File: src/lpd_pkg.sv
// shared constants and types of the lcd/pwm command decoder
package lpd_pkg;

   // ---------------------------------------------------------------
   // command prefixes
   // ---------------------------------------------------------------
   localparam logic [4:0] LPD_OP_GPO_LO   = 5'h0C;  // 01100
   localparam logic [4:0] LPD_OP_GPO_HI   = 5'h0D;  // 01101
   localparam logic [4:0] LPD_OP_PWM_PTR  = 5'h0E;  // 01110
   localparam logic [1:0] LPD_OP_DISP_PTR = 2'h2;   // 10
   localparam logic [3:0] LPD_OP_PWM_FRM  = 4'h4;   // 0100

   // ---------------------------------------------------------------
   // register select of the control byte
   // ---------------------------------------------------------------
   localparam logic [1:0] LPD_RS_RAM = 2'h1;
   localparam logic [1:0] LPD_RS_PWM = 2'h2;

   // ---------------------------------------------------------------
   // sizes, limits and modes
   // ---------------------------------------------------------------
   localparam int         LPD_CHANNELS   = 6;
   localparam int         LPD_RAM_DEPTH  = 44;
   localparam logic [2:0] LPD_PWM_LAST   = 3'h5;
   localparam logic [5:0] LPD_LAST_MUX8  = 6'h27;  // 39
   localparam logic [5:0] LPD_LAST_MUX6  = 6'h29;  // 41
   localparam logic [5:0] LPD_LAST_MUX4  = 6'h2B;  // 43
   localparam logic [1:0] LPD_MUX_8      = 2'h0;
   localparam logic [1:0] LPD_MUX_6      = 2'h1;
   localparam logic [1:0] LPD_MUX_4      = 2'h2;
   localparam logic [1:0] LPD_PIN_STATIC = 2'h1;
   localparam int         LPD_FIFO_DEPTH = 16;
   localparam int         LPD_TAG_W      = 11;     // is_data, rs, byte

   // ---------------------------------------------------------------
   // reset values
   // ---------------------------------------------------------------
   localparam logic [4:0] LPD_RST_LCD_DIV = 5'h0E;
   localparam logic [3:0] LPD_RST_PWM_DIV = 4'h7;

   // ---------------------------------------------------------------
   // selectors of the configuration load port
   // ---------------------------------------------------------------
   typedef enum logic [3:0] {
      LPD_CFG_MODE, LPD_CFG_OSC, LPD_CFG_PWMI, LPD_CFG_MUX, LPD_CFG_BIAS,
      LPD_CFG_LCD_DIV, LPD_CFG_GPM01, LPD_CFG_GPM23, LPD_CFG_GPM45
   } lpd_cfg_sel_type;

endpackage : lpd_pkg

File: src/lpd_decoder.sv
// command and data byte decoder of the lcd and pwm driver
// Summary of operation
// - 01100 sets static levels of pins 0..2
// - 01101 sets static levels of pins 3..5
// - prefix 10 loads the display pointer
// - display pointer advances after each ram write
// - pointer limit follows multiplex mode
// - bad display pointer blocks ram writes
// - 01110 loads pwm channel address 0..5
// - bad pwm address blocks pwm writes
// - data byte stored whole at pointer
// - ram data needs register select 01
// - pwm byte stores seven duty bits
// - pwm data needs register select 10
// - pwm write targets last valid address
// - reset disables display, outputs grounded
// - reset disables outputs, clears duty values
// - reset selects 1:8 mux, quarter bias
// - reset clears both pointers
// - reset leaves display ram untouched
// - after reset clock pin undriven
// - reset sets divider and bit defaults
// - reset pin restores all configuration
module lpd_decoder
   import lpd_pkg::*;
#(
   parameter int FIFO_DEPTH = LPD_FIFO_DEPTH
) (
   input  wire logic         core_clk,
   input  wire logic         rst,
   input  wire logic         byte_valid,
   output logic              byte_ready,
   input  wire logic [7:0]   byte_value,
   input  wire logic         byte_is_data,
   input  wire logic [1:0]   register_select,
   input  wire logic         decode_hold,
   input  wire logic         cfg_wr,
   input  wire logic [3:0]   cfg_sel,
   input  wire logic [7:0]   cfg_value,
   input  wire logic [5:0]   disp_rd_addr,
   output logic      [7:0]   disp_rd_data,
   output logic      [5:0]   general_out_pin,
   output logic      [5:0]   general_out_oe,
   output logic      [41:0]  pwm_duty,
   output logic              pwm_invert,
   output logic      [3:0]   pwm_frame_divider,
   output logic      [4:0]   lcd_frame_divider,
   output logic      [1:0]   mux_mode,
   output logic      [1:0]   bias_mode,
   output logic      [3:0]   mode_bits,
   output logic      [2:0]   osc_bits,
   output logic      [11:0]  output_pin_mode,
   output logic              display_enable,
   output logic              drive_ground,
   output logic              clock_pin_o,
   output logic              clock_pin_oe,
   output logic      [5:0]   display_ptr,
   output logic      [2:0]   pwm_address,
   output logic              display_ptr_valid,
   output logic              pwm_address_valid
);

   typedef struct packed {
      logic [5:0]       gpo_level;
      logic [5:0]       disp_ptr;
      logic             disp_ok;
      logic [2:0]       pwm_ptr;
      logic             pwm_ok;
      logic [5:0][6:0]  duty;
      logic             pwm_inv;
      logic [3:0]       pwm_div;
      logic [4:0]       lcd_div;
      logic [1:0]       mux;
      logic [1:0]       bias;
      logic [3:0]       mode;
      logic [2:0]       osc;
      logic [11:0]      pin_mode;
   } lpd_state_type;

   // ---------------------------------------------------------------
   // helpers
   // ---------------------------------------------------------------
   function automatic logic [5:0] last_addr(input logic [1:0] mux);
      case (mux)
         LPD_MUX_6: last_addr = LPD_LAST_MUX6;
         LPD_MUX_4: last_addr = LPD_LAST_MUX4;
         default:   last_addr = LPD_LAST_MUX8;
      endcase
   endfunction : last_addr

   function automatic logic [5:0] lpd_reset_pins();
      lpd_reset_pins = '0;
   endfunction : lpd_reset_pins

   lpd_state_type          q;
   lpd_state_type          next_q;
   logic [7:0]             ram [LPD_RAM_DEPTH];
   logic                   f_valid;
   logic [LPD_TAG_W-1:0]   f_data;
   logic                   pop;
   logic [7:0]             cur_byte;
   logic                   cur_data;
   logic [1:0]             cur_rs;
   logic                   ram_we;
   logic                   pwm_we;
   logic [5:0]             static_mask;
   logic [7:0]             rd_data;

   // ---------------------------------------------------------------
   // input buffer
   // ---------------------------------------------------------------
   // holding the decoder lets the fifo fill and push back on the bus side
   lpd_fifo #(
      .WIDTH (LPD_TAG_W),
      .DEPTH (FIFO_DEPTH)
   ) u_fifo (
      .core_clk  (core_clk),
      .rst       (rst),
      .in_valid  (byte_valid),
      .in_ready  (byte_ready),
      .in_data   ({byte_is_data, register_select, byte_value}),
      .out_valid (f_valid),
      .out_ready (!decode_hold),
      .out_data  (f_data)
   );

   assign pop      = f_valid && !decode_hold;
   assign cur_byte = f_data[7:0];
   assign cur_rs   = f_data[9:8];
   assign cur_data = f_data[10];

   assign ram_we = pop && cur_data && (cur_rs == LPD_RS_RAM) && q.disp_ok &&
                   (q.disp_ptr <= last_addr(q.mux));
   assign pwm_we = pop && cur_data && (cur_rs == LPD_RS_PWM) && q.pwm_ok;

   // ---------------------------------------------------------------
   // decode
   // ---------------------------------------------------------------
   always_comb begin
      next_q = q;
      if (pop && !cur_data) begin
         if (cur_byte[7:3] == LPD_OP_GPO_LO) begin
            next_q.gpo_level[2:0] = cur_byte[2:0];
         end else if (cur_byte[7:3] == LPD_OP_GPO_HI) begin
            next_q.gpo_level[5:3] = cur_byte[2:0];
         end else if (cur_byte[7:3] == LPD_OP_PWM_PTR) begin
            // an invalid address keeps the old one but locks writes out
            if (cur_byte[2:0] <= LPD_PWM_LAST) begin
               next_q.pwm_ptr = cur_byte[2:0];
               next_q.pwm_ok  = 1'b1;
            end else begin
               next_q.pwm_ok  = 1'b0;
            end
         end else if (cur_byte[7:6] == LPD_OP_DISP_PTR) begin
            if (cur_byte[5:0] <= last_addr(q.mux)) begin
               next_q.disp_ptr = cur_byte[5:0];
               next_q.disp_ok  = 1'b1;
            end else begin
               next_q.disp_ok  = 1'b0;
            end
         end else if (cur_byte[7:4] == LPD_OP_PWM_FRM) begin
            next_q.pwm_div = cur_byte[3:0];
         end
         // any other pattern falls through untouched
      end
      if (ram_we) begin
         // wrap to the first address after the last one of this mode
         if (q.disp_ptr == last_addr(q.mux)) begin
            next_q.disp_ptr = '0;
         end else begin
            next_q.disp_ptr = q.disp_ptr + 6'h01;
         end
      end
      if (pwm_we) begin
         next_q.duty[q.pwm_ptr] = cur_byte[6:0];
      end
      if (cfg_wr) begin
         case (lpd_cfg_sel_type'(cfg_sel))
            LPD_CFG_MODE:    next_q.mode = cfg_value[3:0];
            LPD_CFG_OSC:     next_q.osc = cfg_value[2:0];
            LPD_CFG_PWMI:    next_q.pwm_inv = cfg_value[0];
            LPD_CFG_MUX:     next_q.mux = cfg_value[1:0];
            LPD_CFG_BIAS:    next_q.bias = cfg_value[1:0];
            LPD_CFG_LCD_DIV: next_q.lcd_div = cfg_value[4:0];
            LPD_CFG_GPM01:   next_q.pin_mode[3:0] = cfg_value[3:0];
            LPD_CFG_GPM23:   next_q.pin_mode[7:4] = cfg_value[3:0];
            LPD_CFG_GPM45:   next_q.pin_mode[11:8] = cfg_value[3:0];
            default:         next_q.mode = q.mode;
         endcase
      end
   end

   // ---------------------------------------------------------------
   // state register
   // ---------------------------------------------------------------
   always_ff @(posedge core_clk or posedge rst) begin
      if (rst) begin
         q         <= '0;
         q.lcd_div <= LPD_RST_LCD_DIV;
         q.pwm_div <= LPD_RST_PWM_DIV;
         q.disp_ok <= 1'b1;
         q.pwm_ok  <= 1'b1;
      end else begin
         q <= next_q;
      end
   end

   // ram has no reset so a reset pin keeps the picture
   always_ff @(posedge core_clk) begin
      if (ram_we) begin
         ram[q.disp_ptr] <= cur_byte;
      end
      rd_data <= (disp_rd_addr < 6'(LPD_RAM_DEPTH)) ? ram[disp_rd_addr] : 8'h00;
   end

   // ---------------------------------------------------------------
   // outputs
   // ---------------------------------------------------------------
   generate
      for (genvar i = 0; i < LPD_CHANNELS; i++) begin : g_pin
         assign static_mask[i]     = (q.pin_mode[2*i+1:2*i] == LPD_PIN_STATIC);
         assign general_out_oe[i]  = (q.pin_mode[2*i+1:2*i] != 2'h0);
         assign pwm_duty[7*i+6:7*i] = q.duty[i];
      end
   endgenerate

   assign general_out_pin   = static_mask & q.gpo_level;
   assign disp_rd_data      = rst ? 8'h00 : rd_data;
   assign pwm_invert        = q.pwm_inv;
   assign pwm_frame_divider = q.pwm_div;
   assign lcd_frame_divider = q.lcd_div;
   assign mux_mode          = q.mux;
   assign bias_mode         = q.bias;
   assign mode_bits         = q.mode;
   assign osc_bits          = q.osc;
   assign output_pin_mode   = q.pin_mode;
   assign display_enable    = q.mode[0];
   assign drive_ground      = !q.mode[0];
   assign clock_pin_o       = 1'b0;
   assign clock_pin_oe      = 1'b0;
   assign display_ptr       = q.disp_ptr;
   assign pwm_address       = q.pwm_ptr;
   assign display_ptr_valid = q.disp_ok;
   assign pwm_address_valid = q.pwm_ok;

   logic       chk_we;
   logic [2:0] chk_ch;
   logic [6:0] chk_val;
   always_ff @(posedge core_clk or posedge rst) begin
      if (rst) begin
         chk_we  <= 1'b0;
         chk_ch  <= 3'h0;
         chk_val <= 7'h00;
      end else begin
         chk_we  <= pwm_we;
         chk_ch  <= q.pwm_ptr;
         chk_val <= cur_byte[6:0];
      end
   end
endmodule : lpd_decoder

File: src/lpd_fifo.sv
// byte fifo in front of the command decoder
module lpd_fifo #(
   parameter int WIDTH = 11,
   parameter int DEPTH = 16
) (
   input  wire logic             core_clk,
   input  wire logic             rst,
   input  wire logic             in_valid,
   output logic                  in_ready,
   input  wire logic [WIDTH-1:0] in_data,
   output logic                  out_valid,
   input  wire logic             out_ready,
   output logic      [WIDTH-1:0] out_data
);
   localparam int AW = $clog2(DEPTH);

   typedef struct packed {
      logic [AW:0] wr_ptr;
      logic [AW:0] rd_ptr;
   } lpd_fifo_state_type;

   lpd_fifo_state_type q;
   lpd_fifo_state_type next_q;
   logic [WIDTH-1:0]   mem [DEPTH];
   logic               push;
   logic               pop;
   logic               full;
   logic               empty;

   assign empty     = (q.wr_ptr == q.rd_ptr);
   assign full      = (q.wr_ptr[AW-1:0] == q.rd_ptr[AW-1:0]) &&
                      (q.wr_ptr[AW] != q.rd_ptr[AW]);
   assign in_ready  = !full;
   assign out_valid = !empty;
   assign push      = in_valid && !full;
   assign pop       = out_ready && !empty;
   assign out_data  = mem[q.rd_ptr[AW-1:0]];

   always_comb begin
      next_q = q;
      if (push) begin
         next_q.wr_ptr = q.wr_ptr + 1'b1;
      end
      if (pop) begin
         next_q.rd_ptr = q.rd_ptr + 1'b1;
      end
   end

   always_ff @(posedge core_clk or posedge rst) begin
      if (rst) begin
         q <= '0;
      end else begin
         q <= next_q;
      end
   end

   // storage is not reset; contents only matter once written
   always_ff @(posedge core_clk) begin
      if (push) begin
         mem[q.wr_ptr[AW-1:0]] <= in_data;
      end
   end

endmodule : lpd_fifo

File: config.mk
export PLATFORM = sky130hd
export DESIGN_NAME = lpd_decoder
export DESIGN_NICKNAME = d
export VERILOG_FILES = /design/src/lpd_pkg.sv /design/src/lpd_decoder.sv /design/src/lpd_fifo.sv
export SDC_FILE = /design/constraint.sdc
export NUM_CORES = 1
export LEC_CHECK = 0
export BUFFER_PORTS_ARGS = -buffer_cell sky130_fd_sc_hd__buf_4
export CAP_MARGIN = 0
export CORE_ASPECT_RATIO = 0.9
export CORE_MARGIN = 2
export CORE_UTILIZATION = 55
export CTS_CLUSTER_SIZE = 20
export DETAILED_ROUTE_END_ITERATION = 10
export GPL_ROUTABILITY_DRIVEN = 0
export GPL_TIMING_DRIVEN = 0
export PLACE_DENSITY_LB_ADDON = 0.15
export SKIP_CTS_REPAIR_TIMING = 1
export SLEW_MARGIN = 20
export SYNTH_ARGS = -nofsm -noshare
export SYNTH_HDL_FRONTEND = slang
export SYNTH_SLANG_ARGS = --single-unit
File: constraint.sdc
create_clock -name core_clk -period 4.55 [get_ports core_clk]
set_input_delay 0.91 -clock core_clk [delete_from_list [all_inputs] [get_ports core_clk]]
set_output_delay 0.91 -clock core_clk [all_outputs]
set_load 0.05 [all_outputs]
# Yosys cells after proc, flatten, opt, wreduce, memory -nomap -nowiden
# Memories as Yosys holds them, arrays and structs flattened. A register that Yosys moved wholly into a read port is not among the register bits.
# Cells that the tools add are included.
[op_classes] n_lt_le_gt_ge=6 eq_ne=30 reduce_logical=43 n_bitwise=5 add_sub_neg=3 mux=27
[op_table] cell="6-bit 2-to-1 mux" count=9
[op_table] cell="42-bit bitwise mux" count=1
[op_table] cell="11-bit 2-to-1 mux" count=3
[op_table] cell="7-bit demux with 3-bit select" count=1
[op_table] cell="7-bit 2-to-1 mux" count=3
[op_table] cell="4-bit by 3-bit == test with 1-bit output, second input constant" count=5
[op_table] cell="2-bit AND reduction" count=10
[op_table] cell="2-bit nonzero test" count=9
[op_table] cell="2-bit by 1-bit == test with 1-bit output, second input constant" count=8
[op_table] cell="5-bit by 4-bit == test with 1-bit output, second input constant" count=3
[op_table] cell="6-bit less-or-equal comparator" count=2
[op_table] cell="6-bit AND reduction" count=2
[op_table] cell="1-bit logical AND" count=11
[op_table] cell="5-bit by 1-bit adder with 5-bit output, second input constant" count=2
[op_table] cell="5-bit AND reduction" count=2
[op_table] cell="4-bit by 2-bit == test with 1-bit output, second input constant" count=2
[op_table] cell="8-bit 2-to-1 mux" count=1
[op_table] cell="4-bit case mux with 2 select lines" count=1
[op_table] cell="6-bit by 1-bit adder with 6-bit output, second input constant" count=1
[op_table] cell="6-bit bitwise AND" count=1
[op_table] cell="2-bit == test, second input constant" count=3
[op_table] cell="6-bit == test" count=1
[op_table] cell="1-bit logical NOT" count=6
[op_table] cell="6-bit less-than comparator, second input constant" count=1
[op_table] cell="16 further kinds" count=26
[totals] ramBits=528 ff_bits=102 mem_count=2 input_bits=34 elab_cells=140 output_inout_bits=111
[mem_list] memory="ram" words=44 word_bits=8 rd=1 rd_clocked_by_memory_dff=1 write_ports=1 line="lpd_decoder.sv:97" source="logic [7:0] ram [LPD_RAM_DEPTH];"
[mem_list] memory="u_fifo.mem" words=16 word_bits=11 rd=1 rd_clocked_by_memory_dff=0 write_ports=1 line="lpd_fifo.sv:24" source="logic [WIDTH-1:0] mem [DEPTH];"

# Logic depth before layout (Yosys ltp)
[depth] depth_word=15 ltp_mapped=14 mapped_depth_nobuf=11

# By module
# Synthesis repeated with hierarchy kept, for this count alone.
[hier_totals] cells_unflattened=1426 area_unflattened_um2=26140.1
[modules_own_cells] module="lpd_decoder" seq_area_each_um2=13042.5 n_inst=1 area_per_inst_um2=18704.2 cells_each=1069
[modules_own_cells] module="lpd_fifo" seq_area_each_um2=5535.3 n_inst=1 area_per_inst_um2=7435.9 cells_each=357

# Worst setup path before layout
# No wires, ideal clock.
[synth_timing] path_type="reg-to-reg" start="register u_fifo.q[0] (netlist name)" end="register q (netlist bit display_ptr[1])" path_slack_ps=-6 synth_period_minus_slack_ps=4556 path_stages_with_launch=15 setup_ps=128 path_buffers=5 arrival_ps=4429 path_cell_list="dfrtp_1 -> buf_4 -> buf_2 -> buf_4 -> buf_2 -> mux4_2 -> mux4_2 -> clkbuf_1 -> ha_1 -> and3_1 -> nand3_1 -> a31o_1 -> a21oi_2 -> nor2_1 -> mux2_1"
[synth_via] elab_cells_between_ends=30 classes_between="1 x order compare; 9 x eq/ne; 7 x mux; 12 x reduce/logical; 1 x memory"
[synth_lines] element="from (decl)" line="lpd_fifo.sv:22" source="lpd_fifo_state_type q;"
[synth_lines] element="from (signal assigned)" line="lpd_fifo.sv:53" source="q <= next_q;"
[synth_lines] element="memory read 16 x 11 bit"
[synth_lines] element="via f_data[2]" line="lpd_decoder.sv:99" source="logic [LPD_TAG_W-1:0] f_data;"
[synth_lines] element="6-bit less-or-equal comparator" line="lpd_decoder.sv:155" source="if (cur_byte[5:0] <= last_addr(q.mux)) begin"
[synth_lines] element="2-bit nonzero test (no source line)"
[synth_lines] element="6-bit AND reduction (no source line)"
[synth_lines] element="to (signal assigned)" line="lpd_decoder.sv:204" source="q <= next_q;"
[synth_lines] element="to (decl)" line="lpd_decoder.sv:95" source="lpd_state_type q;"
# The timed path passes the listed nets, and every way through them passes these cells. The select of a mux whose other input is x is not followed.
# A chain may end at the register's enable or synchronous reset.

# Worst setup path after layout
[layout_timing] start="register u_fifo.q[1] (netlist name)" end="register q (netlist bit display_ptr[1])"
[layout_via] elab_cells_between_ends=30 classes_between="1 x order compare; 9 x eq/ne; 7 x mux; 12 x reduce/logical; 1 x memory"
[layout_lines] element="memory read 16 x 11 bit *"
[layout_lines] element="via f_data[3]" line="lpd_decoder.sv:99"
[layout_lines] element="6-bit less-or-equal comparator (tied with other cells)" line="lpd_decoder.sv:155"
[layout_lines] element="2-bit nonzero test (no source line) or 2-bit inequality test (tied branches)"
[layout_lines] element="6-bit AND reduction (no source line) *"
# The timed path passes the listed nets; every way through them passes the cells marked *. The select of a mux whose other input is x is not followed.

==> reports/metrics.cfg <==
[detailed_routing]
vias = 12900
via_per_inst = 5.84
drt_first_pass_iters = 8
drtIter0Drc = 1230
antenna_left = 0
drc = 0
routed_wl_um = 55600
post_drt_wl_per_cell_um = 25.1

[placement]
pre_cts_ws_ps = -1070
dpl-instance-area_mm2 = 0.0279
hpwl_um = 36000
portBuffers = 133
post-place-cells = 2096

[floorplanning]
die_h_um = 210
io_pins = 145
fp.dieW_um = 233
coreArea_mm2 = 0.0465
die_area_mm2 = 0.0489
initial_core_util_pct = 55.7
std_cell_rows = 75

[synth]
synth_most_common_cell = edfxtp_1
yosysSeqAreaShare_pct = 71.7
synth_edf_count = 528
netlist_instances = 1335
synth_flop_cell = edfxtp_1
avgSynthCellArea_um2 = 19.4
yosysTopAreaCell = edfxtp_1
ys_seq_elements = 638
ys_async_sr_fraction_pct = 16.0
yosys-top-cells-count = 528 x edfxtp_1, 153 x mux4_2, 94 x dfrtp_1
synth_area_leaders = edfxtp_1 61%, mux4_2 13%, dfrtp_1 9.1%, buf_4 2.5%, mux2_1 1.3%
synth_top_area_share_pct = 61.2
ys_types = 63
synth_area_mm2 = 0.0259
yosysWarningCount = 0

[sta]
setup_viol = 0
slew_headroom_pct = 31.8
skew_ps = 16.6
rsz0062_at_grt = false
setup_ws_ps = 234
finalSetupTns_ps = 0
clock.fmax_mhz = 232
worst_slew_pin_slew_ps = 1020
min_period_ps = 4320
timing.final.crit_share_pct = 94.9
timing.final.hold_violations = 0
slew_violations = 0

[critical_path]
crit_chain = buf_6 -> clkbuf_1 -> mux4_2 -> mux4_2 -> buf_4 -> ha_1 -> and3_1 -> nand3_1 -> a31o_1 -> a21oi_4 -> nor2_1 -> mux2_1
cp_slowest_cell = clkbuf_1
cp_common_cell = mux4_2
critical_path_required_ps = 5010
critPathLaunchType = register
worstPathMaxFanout = 54
end_kind = register
path_class = register to register
cpPeakStageDelay_ps = 600
worstPathArrival_ps = 4780

[power_and_ir_drop]
power_density_mw_per_mm2 = 624
p_sw_share_pct = 31.9
peakVddDrop_v = 0.000494
p_total_w = 0.0188
switchingPower_w = 0.00601
power_frac_clock_pct = 28.6
pwr-share-comb_pct = 28.6
power.share.sequential_pct = 42.8
p_leak_nw = 10.9
power.internal_w = 0.0128

[hold_path]
hold_path.class = primary input to asynchronous set/reset pin

[grt]
overflow = 0
grt_pass1_vias = 13400
grt_pass1_wl_um = 84000
antenna_found_initial = 0
grt_max_degree = 71
track_usage_pct = 23.6

[layout]
area_delta_synth_final_pct = 16.3
nets = 1595
drive_above_1_share_pct = 37.0
fin_area_mm2 = 0.0301
diodes = 0
instances_no_fill = 2214

[clock_tree]
cts_max_path_buffers = 3
cts_buffers = 66
worstSkewPairLatency_ps = 590
cts.clk_slew.worst_paths_ps = 60
cts_root_buf = clkbuf_16
htree_levels = 3
clock_sinks = 638
cts_tree = yes

[status]
status = completed

[flow_run]
drv_cap = 0

## final cells by class
type	count	area, µm²
Inverter	16	65.1
Clock buffer	94	1980
Tap cell	616	771
Clock inverter	25	218
Multi-Input combinational cell	529	6390
Buffer	151	983
Fill cell	3231	16400
Timing Repair Buffer	145	1150
Sequential cell	638	18600
## worst max-delay path, delay by kind of cell, from the launching register on
| kind | cells | cell delay [ps] |
|---|---|---|
| compound gates | 2 | 530 |
| buf+inv | 3 | 1070 |
| mux | 3 | 1230 |
| simple gates | 3 | 440 |
| flops | 1 | 410 |
| fa+ha+maj | 1 | 420 |
## registers in the layout, indices dropped and copies added, names as in the netlist
| register | count |
|---|---|
| ram | 352 |
| u_fifo.mem | 176 |
| pwm_duty | 42 |
| output_pin_mode | 12 |
| u_fifo.q | 10 |
| rd_data | 8 |
| display_ptr | 6 |
| q | 6 |
| lcd_frame_divider | 5 |
| mode_bits | 4 |
| pwm_frame_divider | 4 |
| osc_bits | 3 |
| pwm_address | 3 |
| bias_mode | 2 |
| mux_mode | 2 |
| display_ptr_valid | 1 |
| pwm_address_valid | 1 |
| pwm_invert | 1 |
## power by group through the flow
stage                     sequential, W  clock [W]  combinational, W
after floorplan                 0.00813          0           0.00339
after global placement          0.00822          0           0.00511
after detailed placement        0.00818          0           0.00537
after CTS                       0.00807    0.00546           0.00538
after global routing            0.00809    0.00570           0.00577
final                           0.00804    0.00539           0.00538
## through the flow
stage          hold WS [ps]  utilization [%]
3_5_place_dp            466             59.9
5_1_grt                 370             64.7
3_3_place_gp            456             59.5
6_report                375             64.7
2_1_floorplan           446                -
4_1_cts                 355             64.6
## logic make-up (layout without fill, tap and decap cells)
family                   count (synthesis)  in the layout  synth area share, %
AND/OR/NAND/NOR                        188            188                 3.72
multiplexers                           260            260                 18.1
AO/OA/AOI/OAI                           52             52                 1.41
flip-flops                             638            638                 71.7
buffers and inverters                  169            431                 3.91
other                                    1              2               0.0145
XOR/XNOR                                13             13                0.439
adder cells (fa/ha/maj)                 14             14                0.676
## path summary, 6_finish.rpt
| path | start | end | slack, ps | cells after the start |
|---|---|---|---|---|
| worst min-delay path | rst | display_ptr[5] | 370 | 2 |
| worst max register to register | u_fifo.q[1] | display_ptr[1] | 230 | 12 |
| worst min register to register | pwm_frame_divider[1] | pwm_frame_divider[1] | 470 | 2 |
| worst max-delay path | u_fifo.q[1] | display_ptr[1] | 230 | 12 |
| min in group core_clk | pwm_frame_divider[1] | pwm_frame_divider[1] | 470 | 2 |
| max in group asynchronous | rst | lcd_frame_divider[1] | 3460 | 3 |
## cells in the final DEF (no fill, tap or decap), types with 8 or more instances in the layout
cell	instances
edfxtp_1	528
clkinv_1	14
nand2_1	28
nor2_2	14
buf_6	10
or2_2	8
buf_4	226
o22ai_1	11
nor2b_1	9
mux2_4	21
a21oi_1	13
mux4_2	152
clkinv_2	8
nand3b_1	13
mux2_1	31
mux2i_1	24
dfxtp_1	8
inv_1	11
mux2_2	31
clkbuf_1	44
clkbuf_16	73
ha_1	14
buf_1	15
dfrtp_1	94
dfstp_2	8
nor2_1	65
## metal layers
layer	track usage, %	vias to the layer above	part of all wire (%)
met5	0	-	0
met4	6.30	0	2.2
met3	5.03	80	6.2
met2	37.9	385	49
met1	33.4	6830	42
li1	-	5628	-
Note: power is estimated with default switching activity, not from simulation.
